==> src/shared/lowalert_pkg.sv <==
`default_nettype none
package lowalert_pkg;

    // ------------------------------------------------------------
    // Register map (byte offsets on the internal register port)
    // ------------------------------------------------------------
    localparam logic [7:0] LOW_ALERT_STATUS_ADDR    = 8'h47;
    localparam logic [7:0] SERIES_RES_CANCEL_ADDR   = 8'h4a;
    localparam logic [7:0] DIODE_IDEALITY_CODE_ADDR = 8'h4b;
    localparam logic [7:0] IDEALITY_SELECT_ADDR     = 8'h4c;

    // ------------------------------------------------------------
    // Reset values and fields
    // ------------------------------------------------------------
    localparam logic [7:0] LOW_ALERT_STATUS_RST  = 8'h00;
    localparam logic [7:0] SERIES_RES_CANCEL_RST = 8'h00;
    localparam logic [4:0] IDEALITY_CODE_RST     = 5'h09;
    localparam logic [7:0] IDEALITY_SELECT_RST   = 8'h00;
    localparam logic [4:0] IDEALITY_DEFAULT_CODE = 5'h09;
    localparam int         IDEALITY_CODE_W       = 5;
    localparam int         CANCEL_MASK_W         = 7;
    localparam int         LOCAL_BIT             = 6;
    localparam int         CHANNEL_W             = 3;
    localparam logic [2:0] LOCAL_CHANNEL         = 3'h0;

    // ------------------------------------------------------------
    // Timing
    // ------------------------------------------------------------
    localparam int CLK_HZ           = 20_000_000;
    localparam int CANCEL_EXTRA_MS  = 125;
    localparam int CANCEL_EXTRA_CYC = CLK_HZ / 1000 * CANCEL_EXTRA_MS;

    // Conversion result handed in by the measurement sequencer
    typedef struct packed {
        logic [2:0]  channel;
        logic [10:0] temp;
        logic [10:0] low_limit;
    } conv_result_t;

    // Register access from the serial interface
    typedef struct packed {
        logic       wr;
        logic       rd;
        logic [7:0] addr;
        logic [7:0] wdata;
    } reg_req_t;

endpackage : lowalert_pkg
`default_nettype wire

==> src/cancel_extend_timer.sv <==
`timescale 1ns/1ps
`default_nettype none
module cancel_extend_timer
    import lowalert_pkg::*;
#(
    parameter int EXTRA_CYC = CANCEL_EXTRA_CYC
) (
    input  wire logic clk_i,
    input  wire logic nrst_i,
    input  wire logic start_i,
    output var  logic busy_o
);
    localparam int CNT_W = $clog2(EXTRA_CYC + 1);

    logic [CNT_W-1:0] cnt_r;

    // ------------------------------------------------------------
    // Extra settling time
    // ------------------------------------------------------------
    // Counts the added conversion time; start restarts it
    always_ff @(posedge clk_i or negedge nrst_i) begin
        if (!nrst_i) begin
            cnt_r <= '0;
        end else if (start_i) begin
            cnt_r <= CNT_W'(EXTRA_CYC);
        end else if (cnt_r != '0) begin
            cnt_r <= cnt_r - 1'b1;
        end
    end

    assign busy_o = (cnt_r != '0);
endmodule : cancel_extend_timer
`default_nettype wire

==> src/lowalert_comp_regs.sv <==
`timescale 1ns/1ps
`default_nettype none
// Contract
// - Remote below low limit sets its bit
// - Local below low limit sets bit 6
// - Default ideality code is 1.008
// - Five-bit ideality code, upper bits ignored
// - Per-channel select default or programmed ideality
// - Cancel enables bits 0-6, reset zero
// - Write one enables, zero disables cancellation
// - Cancellation adds 125 ms to remote conversion
// - Read clears flags; persistent fault sets again
// - Alert output low while any flag set
module lowalert_comp_regs
    import lowalert_pkg::*;
#(
    parameter int EXTRA_CYC = CANCEL_EXTRA_CYC
) (
    // Clock and reset
    input  wire logic         CLK_I,
    input  wire logic         NRST_I,
    // Register port from the serial interface
    input  wire reg_req_t     REQ_I,
    output var  logic [7:0]   RDATA_O,
    output var  logic         RVALID_O,
    // Conversion results from the sequencer
    input  wire logic         CONV_DONE_I,
    input  wire conv_result_t CONV_I,
    // Sequencer control
    input  wire logic         CONV_START_I,
    output var  logic [6:0]   CANCEL_EN_O,
    output var  logic [4:0]   IDEALITY_CODE_O,
    output var  logic         EXTEND_BUSY_O,
    // Alert pin
    output var  logic         ALERT_N_O
);

    // Register contents
    wire logic [7:0]            status_r;
    logic [CANCEL_MASK_W-1:0]   cancel_r;
    logic [IDEALITY_CODE_W-1:0] ideal_code_r;
    logic [7:0]                 ideal_sel_r;
    // Flag next state and channel decode
    wire logic [7:0]            status_nxt;
    wire logic [7:0]            set_vec;
    logic [2:0]                 bit_idx;
    logic [2:0]                 rem_idx;
    logic                       is_remote;
    logic                       below;
    logic                       clr_rd;
    // Register port decode
    logic                       wr_cancel;
    logic                       wr_code;
    logic                       wr_sel;
    logic [7:0]                 rdata_nxt;
    // Sequencer side
    logic                       use_prog;
    logic                       ext_start;
    logic                       ext_busy;

    // ------------------------------------------------------------
    // Low-alert flags
    // ------------------------------------------------------------
    // Map channel to status bit: local on 6, remote 1-6 on 0-5, 7 on 7
    always_comb begin
        bit_idx = 3'(LOCAL_BIT);
        if (CONV_I.channel == 3'h7) begin
            bit_idx = 3'h7;
        end else if (CONV_I.channel != LOCAL_CHANNEL) begin
            bit_idx = CONV_I.channel - 3'h1;
        end
    end

    // Remote channel n uses bit n-1 of the per-channel registers
    assign is_remote = (CONV_I.channel != LOCAL_CHANNEL);
    assign rem_idx   = CONV_I.channel - 3'h1;

    // Signed compare; result strictly below the limit trips the flag
    assign below  = $signed(CONV_I.temp) < $signed(CONV_I.low_limit);
    assign clr_rd = REQ_I.rd && (REQ_I.addr == LOW_ALERT_STATUS_ADDR);

    // One cell per status bit; only the converted channel's cell can set
    for (genvar b = 0; b < 8; b++) begin : g_flag
        logic flag_r;

        // Set beats the read-clear so a same-cycle event is not lost
        assign set_vec[b]    = CONV_DONE_I && below && (bit_idx == 3'(b));
        assign status_nxt[b] = (flag_r && !clr_rd) || set_vec[b];

        // A cleared bit returns on the next failing compare
        always_ff @(posedge CLK_I or negedge NRST_I) begin
            if (!NRST_I) begin
                flag_r <= LOW_ALERT_STATUS_RST[b];
            end else begin
                flag_r <= status_nxt[b];
            end
        end

        assign status_r[b] = flag_r;
    end

    // ------------------------------------------------------------
    // Configuration registers
    // ------------------------------------------------------------
    // Write strobes; the status register and unmapped addresses ignore writes
    assign wr_cancel = REQ_I.wr && (REQ_I.addr == SERIES_RES_CANCEL_ADDR);
    assign wr_code   = REQ_I.wr && (REQ_I.addr == DIODE_IDEALITY_CODE_ADDR);
    assign wr_sel    = REQ_I.wr && (REQ_I.addr == IDEALITY_SELECT_ADDR);

    // Cancellation enables; bit 7 is dropped
    always_ff @(posedge CLK_I or negedge NRST_I) begin
        if (!NRST_I) begin
            cancel_r <= SERIES_RES_CANCEL_RST[CANCEL_MASK_W-1:0];
        end else if (wr_cancel) begin
            cancel_r <= REQ_I.wdata[CANCEL_MASK_W-1:0];
        end
    end

    // Ideality code; only the low five bits are kept
    always_ff @(posedge CLK_I or negedge NRST_I) begin
        if (!NRST_I) begin
            ideal_code_r <= IDEALITY_CODE_RST;
        end else if (wr_code) begin
            ideal_code_r <= REQ_I.wdata[IDEALITY_CODE_W-1:0];
        end
    end

    // Per-channel ideality select, bit n-1 for remote channel n
    always_ff @(posedge CLK_I or negedge NRST_I) begin
        if (!NRST_I) begin
            ideal_sel_r <= IDEALITY_SELECT_RST;
        end else if (wr_sel) begin
            ideal_sel_r <= REQ_I.wdata;
        end
    end

    // ------------------------------------------------------------
    // Read port
    // ------------------------------------------------------------
    // Read mux; unmapped reads give zero, unused top bits of cancel and code read zero, select bit 7 reads back as written
    always_comb begin
        unique case (REQ_I.addr)
            LOW_ALERT_STATUS_ADDR:    rdata_nxt = status_r;
            SERIES_RES_CANCEL_ADDR:   rdata_nxt = {1'b0, cancel_r};
            DIODE_IDEALITY_CODE_ADDR: rdata_nxt = {3'h0, ideal_code_r};
            IDEALITY_SELECT_ADDR:     rdata_nxt = ideal_sel_r;
            default:                  rdata_nxt = 8'h00;
        endcase
    end

    // Answer strobe, one cycle after each read request
    always_ff @(posedge CLK_I or negedge NRST_I) begin
        if (!NRST_I) begin
            RVALID_O <= 1'b0;
        end else begin
            RVALID_O <= REQ_I.rd;
        end
    end

    // Returns old status on the clearing read, so no flag is lost unseen
    always_ff @(posedge CLK_I or negedge NRST_I) begin
        if (!NRST_I) begin
            RDATA_O <= 8'h00;
        end else begin
            RDATA_O <= rdata_nxt;
        end
    end

    // ------------------------------------------------------------
    // Sequencer outputs
    // ------------------------------------------------------------
    // Extension starts only for a remote channel with cancellation on
    always_comb begin
        ext_start = 1'b0;
        if (CONV_START_I && is_remote) begin
            ext_start = cancel_r[rem_idx];
        end
    end

    // Programmed code only where the channel's select bit is set
    always_comb begin
        use_prog = 1'b0;
        if (is_remote) begin
            use_prog = ideal_sel_r[rem_idx];
        end
    end

    cancel_extend_timer #(
        .EXTRA_CYC (EXTRA_CYC)
    ) u_ext (
        .clk_i   (CLK_I),
        .nrst_i  (NRST_I),
        .start_i (ext_start),
        .busy_o  (ext_busy)
    );

    // Registered copies for the sequencer; ideality picked per channel
    always_ff @(posedge CLK_I or negedge NRST_I) begin
        if (!NRST_I) begin
            CANCEL_EN_O     <= 7'h00;
            IDEALITY_CODE_O <= IDEALITY_DEFAULT_CODE;
            EXTEND_BUSY_O   <= 1'b0;
        end else begin
            CANCEL_EN_O   <= cancel_r;
            EXTEND_BUSY_O <= ext_busy || ext_start;
            if (use_prog) begin
                IDEALITY_CODE_O <= ideal_code_r;
            end else begin
                IDEALITY_CODE_O <= IDEALITY_DEFAULT_CODE;
            end
        end
    end

    // ------------------------------------------------------------
    // Alert pin
    // ------------------------------------------------------------
    // Driven from next state so the pin tracks the flags with no extra lag
    always_ff @(posedge CLK_I or negedge NRST_I) begin
        if (!NRST_I) begin
            ALERT_N_O <= 1'b1;
        end else begin
            ALERT_N_O <= ~(|status_nxt);
        end
    end

endmodule : lowalert_comp_regs
`default_nettype wire
==> config.mk <==
export PLATFORM = sky130hd
export DESIGN_NAME = lowalert_comp_regs
export DESIGN_NICKNAME = d
export VERILOG_FILES = /design/src/shared/lowalert_pkg.sv /design/src/cancel_extend_timer.sv /design/src/lowalert_comp_regs.sv
export SDC_FILE = /design/constraint.sdc
export NUM_CORES = 1
export LEC_CHECK = 0
export ABC_AREA = 1
export BUFFER_PORTS_ARGS = -buffer_cell sky130_fd_sc_hd__buf_2
export CORE_MARGIN = 2
export CORE_UTILIZATION = 44
export DETAILED_ROUTE_END_ITERATION = 10
export GPL_ROUTABILITY_DRIVEN = 0
export MAX_ROUTING_LAYER = met4
export PLACE_DENSITY_LB_ADDON = 0.2
export SLEW_MARGIN = 20
export SYNTH_ARGS = -nofsm -noshare
export SYNTH_HDL_FRONTEND = slang
export SYNTH_SLANG_ARGS = --single-unit
==> constraint.sdc <==
create_clock -name CLK_I -period 2.1 [get_ports CLK_I]
set_input_delay 0.21 -clock CLK_I [delete_from_list [all_inputs] [get_ports CLK_I]]
set_output_delay 0.21 -clock CLK_I [all_outputs]
set_load 0.05 [all_outputs]
==> results.py, run 1 <==
metrics = {
    "logic_synthesis": {
        "syn_area_per_cell_um2": 8.07,
        "ys_seq_area_share_pct": 47.2,
        "synth_area_leaders": "dfrtp_1, nand2_1, inv_1",
        "synth_cell_type_count": 39,
        "ys_warn_count": 0,
        "syn-num-nets": 544,
        "syn_inst": 481,
        "yosys.area.top_type": "dfrtp_1",
        "synth_area_mm2": 0.00388,
        "yosysTopAreaCellShare_pct": 43.9,
        "ys_ff_latch": 73,
    },
    "global_route": {
        "grt_overflow": 0,
        "grt_antenna_before_repair": 0,
        "grt_max_degree": 44,
        "grt_pass1_wl_um": 15800,
        "grtUsageTotal_pct": 21.0,
        "grt_pass1_vias": 3403,
    },
    "setup_path": {
        "cp_common_cell": "nor2_2",
        "critPathLaunchType": "register",
        "crit_arrival_ns": 2.04,
        "endpoint_kind": "register",
        "crit_family": "simple AND/OR/NAND/NOR gates",
        "path_class": "register to register",
        "slowest_stage": "dfrtp_1",
        "cp_slowest_stage_delay_ns": 0.41,
        "crit_buf_inv": 2,
        "cp_cell_sequence": "inv_1 > ha_1 > nand2_1 > nor2_2 > nand3_1 > nor2_2 > nor2_2 > nand3_1 > o21ai_1 > a21oi_1 > inv_1",
        "path_max_fanout": 5,
        "worstPathRequired_ns": 2.34,
    },
    "clock_tree": {
        "cts_root_buf": "clkbuf_8",
        "numCtsBuffers": 9,
        "htreeDepth": 3,
        "clk_pin_slew_ns": 0.08,
        "clockBufferDepth": 2,
        "cts_sinks": 73,
        "cts_tree": "done",
        "clock_latency_ns": 0.35,
    },
    "layout": {
        "drive_gt1_share_pct": 22.4,
        "multiInputGateArea_mm2": 0.00173,
        "area_growth_pct": 18.7,
        "antenna_cells": 0,
        "fin_nets": 629,
        "ff_latch_area_mm2": 0.00183,
        "fill_cells": 810,
        "stdcell_count": 679,
    },
    "drt": {
        "vias": 3422,
        "initialDrtViolationCount": 161,
        "wl_per_cell_um": 13.4,
        "via_per_inst": 5.04,
        "drc": 0,
        "wl_um": 9070,
        "ant_nets": 0,
        "drt_pass1_iterations": 5,
    },
    "sta": {
        "slew_headroom_pct": 63.5,
        "fin_crit_sh_pct": 85.5,
        "rsz0062_at_grt": "no",
        "hold_viol_final": 0,
        "final_max_slew_viol_count": 0,
        "fin_tns_setup_ns": 0,
        "holdWs_ns": 0.0274,
        "skew_ns": 0.0191,
        "fmax_ghz": 0.557,
        "fin_ws_ns": 0.304,
        "setup-violations-final": 0,
        "period_minus_slack_ns": 1.80,
        "worstMarginPinSlew_ns": 0.542,
    },
    "placed_design": {
        "port-buffer-count": 69,
        "hpwl_um": 7000,
        "dp_slack_ns": 0.0698,
        "dp_cells": 662,
    },
    "pwr": {
        "ir_worst_vdd_v": 0.000439,
        "p_leak_uw": 0.00238,
        "p_total_uw": 3430,
        "powerDensity_mw_per_mm2": 746,
    },
    "worst_hold_path": {
        "hold_path.class": "input port to register",
    },
    "die": {
        "die_w_um": 97.9,
        "core_mm2": 0.00864,
        "start_util_pct": 44.9,
        "die_h_um": 97.9,
        "pin_count": 70,
        "dieArea_mm2": 0.00959,
        "rows": 34,
    },
    "outcome": {
        "outcome": "complete, no violations",
    },
    "run": {
        "drv_cap": 0,
    },
}
cell families after synthesis:
group                      after synthesis  synth area share [%]
and+or+nand+nor                        241                  28.3
buffers and inverters                   84                  8.19
AOI/OAI and AO/OA                       59                  9.26
xor gates and xnor gates                 8                  1.81
DFF                                     73                  47.2
adders and majority gates               16                  5.16
area by class of cell:
class                      count  area share [%]
sequential                    73            39.8
multi-input combinational    324            37.6
timing repair buffer          79            9.51
inverter                      79            6.44
tap                          108            2.93
clock buffer                  10            2.77
clock inverter                 6           0.978
flip-flops by register name (all words and copies together) (netlist names):
signal / count
CANCEL_EN_O: 7
cancel_r: 7
IDEALITY_CODE_O: 5
u_ext.cnt_r: 22
g_flag.flag_r: 8
RVALID_O: 1
ideal_sel_r: 8
ALERT_N_O: 1
EXTEND_BUSY_O: 1
ideal_code_r: 5
RDATA_O: 8
through the flow:
| stage | instance area, um^2 | util, % |
|---|---|---|
| after floorplan | 3880 | - |
| after global placement | 4420 | 51.2 |
| after detailed placement | 4420 | 51.2 |
| after CTS | 4600 | 53.3 |
| after global routing | 4610 | 53.3 |
| final | 4610 | 53.3 |
timing repair:
action | in CTS | in global routing
buffers inserted | 0 | 0
hold buffers | 1 | 0
hold endpoints to repair | 28 | 0
gates resized for setup | 0 | 1
setup endpoints to repair | 0 | 1
power breakdown:
group / switching, uW / internal (uW)
clock: 549 / 431
combinational: 489 / 284
sequential: 120 / 1560
worst paths after layout:
| kind | start | endpoint | slack (ns) | cells past startpoint |
|---|---|---|---|---|
| min in group asynchronous | NRST_I | u_ext.cnt_r[14] | 0.33 | 2 |
| worst min-delay path | REQ_I[16] | RVALID_O | 0.03 | 1 |
| worst max register to register | u_ext.cnt_r[0] | u_ext.cnt_r[21] | 0.30 | 11 |
| worst min register to register | cancel_r[2] | CANCEL_EN_O[2] | 0.47 | 0 |
| max in group asynchronous | NRST_I | IDEALITY_CODE_O[3] | 1.16 | 3 |
| worst max-delay path | u_ext.cnt_r[0] | u_ext.cnt_r[21] | 0.30 | 11 |
synthesized netlist by cell type:
cell	instances
o22ai_1	2
or2_1	2
a21oi_1	6
buf_2	2
a31oi_1	1
clkinv_1	1
inv_1	67
o21bai_4	1
or2_0	2
nand4_1	10
or3_1	1
xnor2_1	2
nand4_2	1
nor3b_1	1
nand2_4	3
nand2_2	3
nand3_2	1
o21ai_1	11
nand3b_1	3
nor4_2	1
nand2_1	117
nor4_1	3
nor3_1	11
inv_2	11
o2111ai_1	6
a21o_1	3
nor2_2	6
dfstp_2	5
o211ai_1	5
nor2_1	48
clkbuf_1	3
nand3_1	26
o21ai_2	1
nor4_4	1
o21ai_0	23
xor2_1	6
dfrtp_1	68
and2_1	1
ha_1	16
routing by layer:
metal / vias up / GRT usage (%) / part of all wire [%]
met4: 0 / 7.69 / 1.7
met3: 16 / 4.01 / 4.3
met1: 1601 / 26.7 / 45
met2: 88 / 33.7 / 49
met5: - / - / 0
li1: 1717 / - / -
cell usage in the layout (no fill, tap or decap), drive strengths merged:
cell / synthesis / layout
dfrtp: 68 / 68
o21ai: 35 / 35
a31oi: 1 / 1
dlygate4sd3: 0 / 1
nor3: 11 / 11
dfstp: 5 / 5
clkinv: 1 / 4
o211ai: 5 / 5
nand4: 11 / 11
nand2: 123 / 123
nor3b: 1 / 1
xnor2: 2 / 2
a21o: 3 / 3
xor2: 6 / 6
o21bai: 1 / 1
clkinvlp: 0 / 3
nor2: 54 / 54
a21oi: 6 / 6
o22ai: 2 / 2
or2: 4 / 4
ha: 16 / 16
o2111ai: 6 / 6
clkbuf: 3 / 10
nand3b: 3 / 3
or3: 1 / 1
buf: 2 / 78
nand3: 27 / 27
nor4: 5 / 5
inv: 78 / 78
and2: 1 / 1
Power figures use the tool's default switching activity.
==> run 2: changes to the inputs <==
BUFFER_PORTS_ARGS = -buffer_cell sky130_fd_sc_hd__buf_4   (was -buffer_cell sky130_fd_sc_hd__buf_2)
==> run 2 against run 1 <==
Against the previous run:
- utilization grew 3.3 points
- sequential power about the same
- final area rose by 6.2%
- maximum frequency decreased by 1.9%
- non-clock buffer count rose by 1
- critical endpoint is now u_ext.cnt_r[15]
==> results.py, run 2 (synthesized netlist as in run 1, its figures left out) <==
metrics = {
    "layout": {
        "regMostFlops": "u_ext.cnt_r",
        "drive_gt1_share_pct": 22.4,
        "fin_nets": 630,
        "antenna_cells": 0,
        "fill_cells": 797,
        "largest_reg_flops": 22,
        "ff_latch_area_mm2": 0.00183,
        "area_growth_pct": 26.1,
        "mostFrequentLayoutCell": "nand2_1",
        "mostFrequentLayoutCells": "nand2_1, buf_4, dfrtp_1, inv_1, nor2_1",
        "multiInputGateArea_mm2": 0.00173,
    },
    "global_route": {
        "grt_antenna_before_repair": 0,
        "grt_overflow": 0,
        "grtUsageTotal_pct": 20.3,
        "grt_pass1_wl_um": 15500,
        "grt_max_degree": 49,
        "grt_pass1_vias": 3378,
    },
    "drt": {
        "wl_um": 8950,
        "wl_per_cell_um": 13.2,
        "drt_pass1_iterations": 4,
        "vias": 3352,
        "via_per_inst": 4.93,
        "initialDrtViolationCount": 149,
        "ant_nets": 0,
        "drc": 0,
    },
    "setup_path": {
        "reg2reg_slack_ns": 0.27,
        "endpoint_kind": "register",
        "critPathLaunchType": "register",
        "r2r-start": "u_ext.cnt_r[0]",
        "crit_arrival_ns": 2.07,
        "path_max_fanout": 5,
        "path_class": "register to register",
        "r2r-end": "u_ext.cnt_r[15]",
        "worstPathRequired_ns": 2.34,
        "r2r_cells": 11,
    },
    "worst_hold_path": {
        "hold_path.class": "input port to register",
        "hold_depth": 3,
        "hold_end": "ideal_sel_r[7]",
        "min_from": "REQ_I[7]",
    },
    "pwr": {
        "ir_worst_vdd_v": 0.000429,
        "p_total_uw": 3940,
        "p_leak_uw": 0.00248,
        "powerDensity_mw_per_mm2": 806,
    },
    "die": {
        "die_w_um": 97.9,
        "rows": 34,
        "pin_count": 70,
        "core_mm2": 0.00864,
        "start_util_pct": 44.9,
        "die_h_um": 97.9,
        "dieArea_mm2": 0.00959,
    },
    "run": {
        "drv_cap": 0,
    },
    "clock_tree": {
        "htreeDepth": 3,
        "clock_latency_ns": 0.34,
        "clockBufferDepth": 2,
        "cts_sinks": 73,
        "clk_pin_slew_ns": 0.09,
        "numCtsBuffers": 9,
        "cts_root_buf": "clkbuf_8",
        "cts_tree": "done",
    },
    "sta": {
        "fin_crit_sh_pct": 87.2,
        "fmax_ghz": 0.546,
        "setup-violations-final": 0,
        "slew_headroom_pct": 67.2,
        "skew_ns": 0.0125,
        "worstMarginPinSlew_ns": 0.490,
        "fin_tns_setup_ns": 0,
        "hold_viol_final": 0,
        "period_minus_slack_ns": 1.83,
        "rsz0062_at_grt": "no",
        "final_max_slew_viol_count": 0,
    },
    "placed_design": {
        "hpwl_um": 6940,
        "port-buffer-count": 69,
    },
    "outcome": {
        "outcome": "complete, no violations",
    },
}
## run 2: stage by stage
step	hold WS, ns	util (%)	worst slack, ns	std cells	area (um^2)
floorplan	-0.0856	-	0.411	481	3880
CTS	0.0951	56.6	0.261	680	4890
global placement	0.146	53.3	0.178	662	4600
detailed placement	0.148	53.3	0.0864	662	4600
finish	0.110	56.6	0.268	680	4890
global route	0.122	56.6	0.0803	680	4890
## run 2: critical path: stages (launching register included)
cell and delay [ns]:
dfrtp_1 0.40, inv_1 0.07, ha_1 0.21, nand2_1 0.11, nor2_2 0.07, nand3_1 0.08, nor2_2 0.06, nor2_1 0.31
nand3_1 0.15, o21ai_1 0.15, a21o_1 0.09, inv_1 0.03
## run 2: routing by layer
| layer | part of all wire [%] | routed length [um] | GRT usage, % |
|---|---|---|---|
| met5 | 0 | 0 | - |
| met4 | 1.8 | 159 | 6.84 |
| met3 | 4.2 | 380 | 3.29 |
| met2 | 49 | 4360 | 32.8 |
| met1 | 45 | 4050 | 26.3 |
## run 2: area by class of cell
type | instances | area share, %
flip-flops and latches | 73 | 37.5
multi-input cells | 324 | 35.4
repair buffers | 80 | 12.9
inverters | 79 | 6.06
clock inverters | 7 | 2.92
well taps | 108 | 2.76
clock buffers | 9 | 2.53
## run 2: how the worst max path moves through the flow
stage / from / to
3_5_place_dp: CONV_I[22] / u_ext.cnt_r[18]
3_3_place_gp: CONV_I[22] / u_ext.cnt_r[0]
4_1_cts: u_ext.cnt_r[0] / u_ext.cnt_r[15]
6_report: u_ext.cnt_r[0] / u_ext.cnt_r[15]
5_1_grt: u_ext.cnt_r[0] / u_ext.cnt_r[21]
2_1_floorplan: u_ext.cnt_r[0] / u_ext.cnt_r[3]
## run 2: what timing repair did
item	4_1_cts	5_1_grt
hold buffers	2	0
buffers inserted	0	0
endpoints found under the hold margin	25	0
gates resized for setup	0	0
## run 2: where the power goes
part | switching, uW | internal (uW) | leakage [uW]
clock | 533 | 911 | 0.000133
combinational | 487 | 324 | 0.00145
sequential | 123 | 1560 | 0.000905
total | 1140 | 2800 | 0.00248
==> run 3: changes to the inputs <==
CELL_PAD_IN_SITES_DETAIL_PLACEMENT = 0   (was not set)
CELL_PAD_IN_SITES_GLOBAL_PLACEMENT = 1   (was not set)
CORE_UTILIZATION = 41   (was 44)
clock period = 1.7 ns   (was 2.1 ns; I/O delays follow)
==> run 3 against run 2 <==
Against the previous run:
- the run now ends with setup timing left
- wire length up 11%
- setup slack got worse by 0.29 ns
- critical endpoint is now u_ext.cnt_r[18]
- power is 28% higher
- non-clock buffer count rose by 48
- critical path type unchanged
- utilization rose by 1.6 points
- final area rose by 9.6%
==> results.py, run 3 (synthesized netlist as in run 1, its figures left out) <==
metrics = {
    "pwr": {
        "p_leak_uw": 0.00273,
        "ir_worst_vdd_v": 0.000348,
        "powerDensity_mw_per_mm2": 945,
    },
    "drt": {
        "wl_um": 9900,
        "wl_per_cell_um": 13.5,
        "via_per_inst": 4.84,
        "ant_nets": 0,
        "drt_pass1_iterations": 4,
        "initialDrtViolationCount": 155,
        "drc": 0,
        "vias": 3535,
    },
    "placed_design": {
        "hpwl_um": 7460,
        "dp_cells": 699,
        "port-buffer-count": 69,
    },
    "sta": {
        "fin_ws_ns": -0.0235,
        "skew_ns": 0.0106,
        "fin_tns_setup_ns": -0.0235,
        "setup-violations-final": 1,
        "fmax_ghz": 0.580,
        "final_max_slew_viol_count": 0,
        "slew_headroom_pct": 70.8,
        "worstMarginPinSlew_ns": 0.439,
        "period_minus_slack_ns": 1.72,
        "rsz0062_at_grt": "yes",
        "fin_crit_sh_pct": 101,
        "hold_viol_final": 0,
    },
    "layout": {
        "mostFrequentLayoutCells": "buf_4, nand2_1, dfrtp_1, inv_1, nor2_1",
        "drive_gt1_share_pct": 32.6,
        "multiInputGateArea_mm2": 0.00186,
        "stdcell_count": 731,
        "fin_nets": 678,
        "mostFrequentLayoutCell": "buf_4",
        "fill_cells": 852,
        "largest_reg_flops": 22,
        "area_growth_pct": 38.1,
        "ff_latch_area_mm2": 0.00183,
        "antenna_cells": 0,
        "regMostFlops": "u_ext.cnt_r",
    },
    "setup_path": {
        "critPathLaunchType": "register",
        "r2r-start": "u_ext.cnt_r[13]",
        "reg2reg_slack_ns": -0.02,
        "path_class": "register to register",
        "worstPathRequired_ns": 1.98,
        "crit_arrival_ns": 2.00,
        "path_max_fanout": 2,
        "cp_slowest_stage_delay_ns": 0.39,
        "slowest_stage": "dfrtp_1",
        "endpoint_kind": "register",
        "crit_buf_inv": 1,
        "r2r_cells": 6,
        "crit_family": "simple AND/OR/NAND/NOR gates",
        "r2r-end": "u_ext.cnt_r[18]",
        "cp_cell_sequence": "or2_1 > buf_4 > nor3_1 > nand3_1 > or2_0 > a31oi_1",
    },
    "die": {
        "core_mm2": 0.00920,
        "dieArea_mm2": 0.0103,
        "die_h_um": 101,
        "pin_count": 70,
        "start_util_pct": 42.2,
        "die_w_um": 101,
        "rows": 35,
    },
    "run": {
        "drv_cap": 0,
    },
    "clock_tree": {
        "htreeDepth": 3,
        "clockBufferDepth": 2,
        "clock_latency_ns": 0.35,
        "numCtsBuffers": 9,
        "cts_root_buf": "clkbuf_8",
        "clk_pin_slew_ns": 0.09,
        "cts_sinks": 73,
        "cts_tree": "done",
    },
    "worst_hold_path": {
        "hold_end": "ideal_sel_r[7]",
        "hold_depth": 3,
        "min_from": "REQ_I[7]",
        "hold_path.class": "input port to register",
    },
    "global_route": {
        "grt_pass1_vias": 3582,
        "grt_antenna_before_repair": 0,
        "grt_overflow": 0,
        "grt_pass1_wl_um": 16600,
        "grtUsageTotal_pct": 21.3,
        "grt_max_degree": 44,
    },
    "outcome": {
        "violations": "setup timing",
        "outcome": "finished, violations left",
    },
}
run 3: worst min-delay path: stages:
cell     delay, ns
buf_4         0.08
nor2_1        0.03
a21oi_1       0.10
run 3: where the power goes:
group          internal (uW)  switching (uW)
clock                    917             683
sequential              1930             175
combinational            621             736
total                   3470            1590
run 3: stage by stage:
stage / utilization [%] / cell area (um^2) / setup slack [ns] / power (uW) / hold WS [ns]
after floorplan: - / 3880 / 0.0113 / 2730 / -0.126
after global placement: 52.9 / 4860 / -0.110 / 3220 / 0.143
after detailed placement: 52.9 / 4860 / -0.146 / 3240 / 0.146
after CTS: 56.8 / 5230 / 0.0125 / 4970 / 0.0580
after global routing: 58.3 / 5360 / -0.108 / 5350 / 0.0787
final: 58.3 / 5360 / -0.0235 / 5060 / 0.0661
run 3: area by class of cell:
type	instances	share of cell area, %
well taps	111	2.59
clock buffers	11	2.82
repair buffers	128	18.6
inverters	79	5.53
flip-flops and latches	73	34.2
clock inverters	5	1.61
multi-input cells	324	34.7
run 3: timing repair:
action,in CTS,in global routing
pin swaps,3,6
hold buffers,2,0
hold endpoints to repair,29,0
resized for setup,9,25
setup buffers,10,4
endpoints found under the setup margin,10,23
run 3: routing by layer:
layer  vias to the layer above  share of wire [%]  track usage [%]
li1                       1814                  -                -
met1                      1654                 44             26.6
met2                        55                 51             36.0
met3                        12                3.4             3.11
met4                         0                1.3             6.34
met5                         -                  0                -
run 3: how the worst max path moves through the flow:
stage | end | slack, ns | startpoint | cells past startpoint
6_report | u_ext.cnt_r[18] | -0.02 | u_ext.cnt_r[13] | 6
5_1_grt | u_ext.cnt_r[18] | -0.11 | u_ext.cnt_r[13] | 6
4_1_cts | u_ext.cnt_r[6] | 0.01 | u_ext.cnt_r[4] | 10
3_5_place_dp | u_ext.cnt_r[1] | -0.15 | CONV_I[22] | 10
3_3_place_gp | u_ext.cnt_r[15] | -0.11 | u_ext.cnt_r[0] | 11
2_1_floorplan | u_ext.cnt_r[3] | 0.01 | u_ext.cnt_r[0] | 10
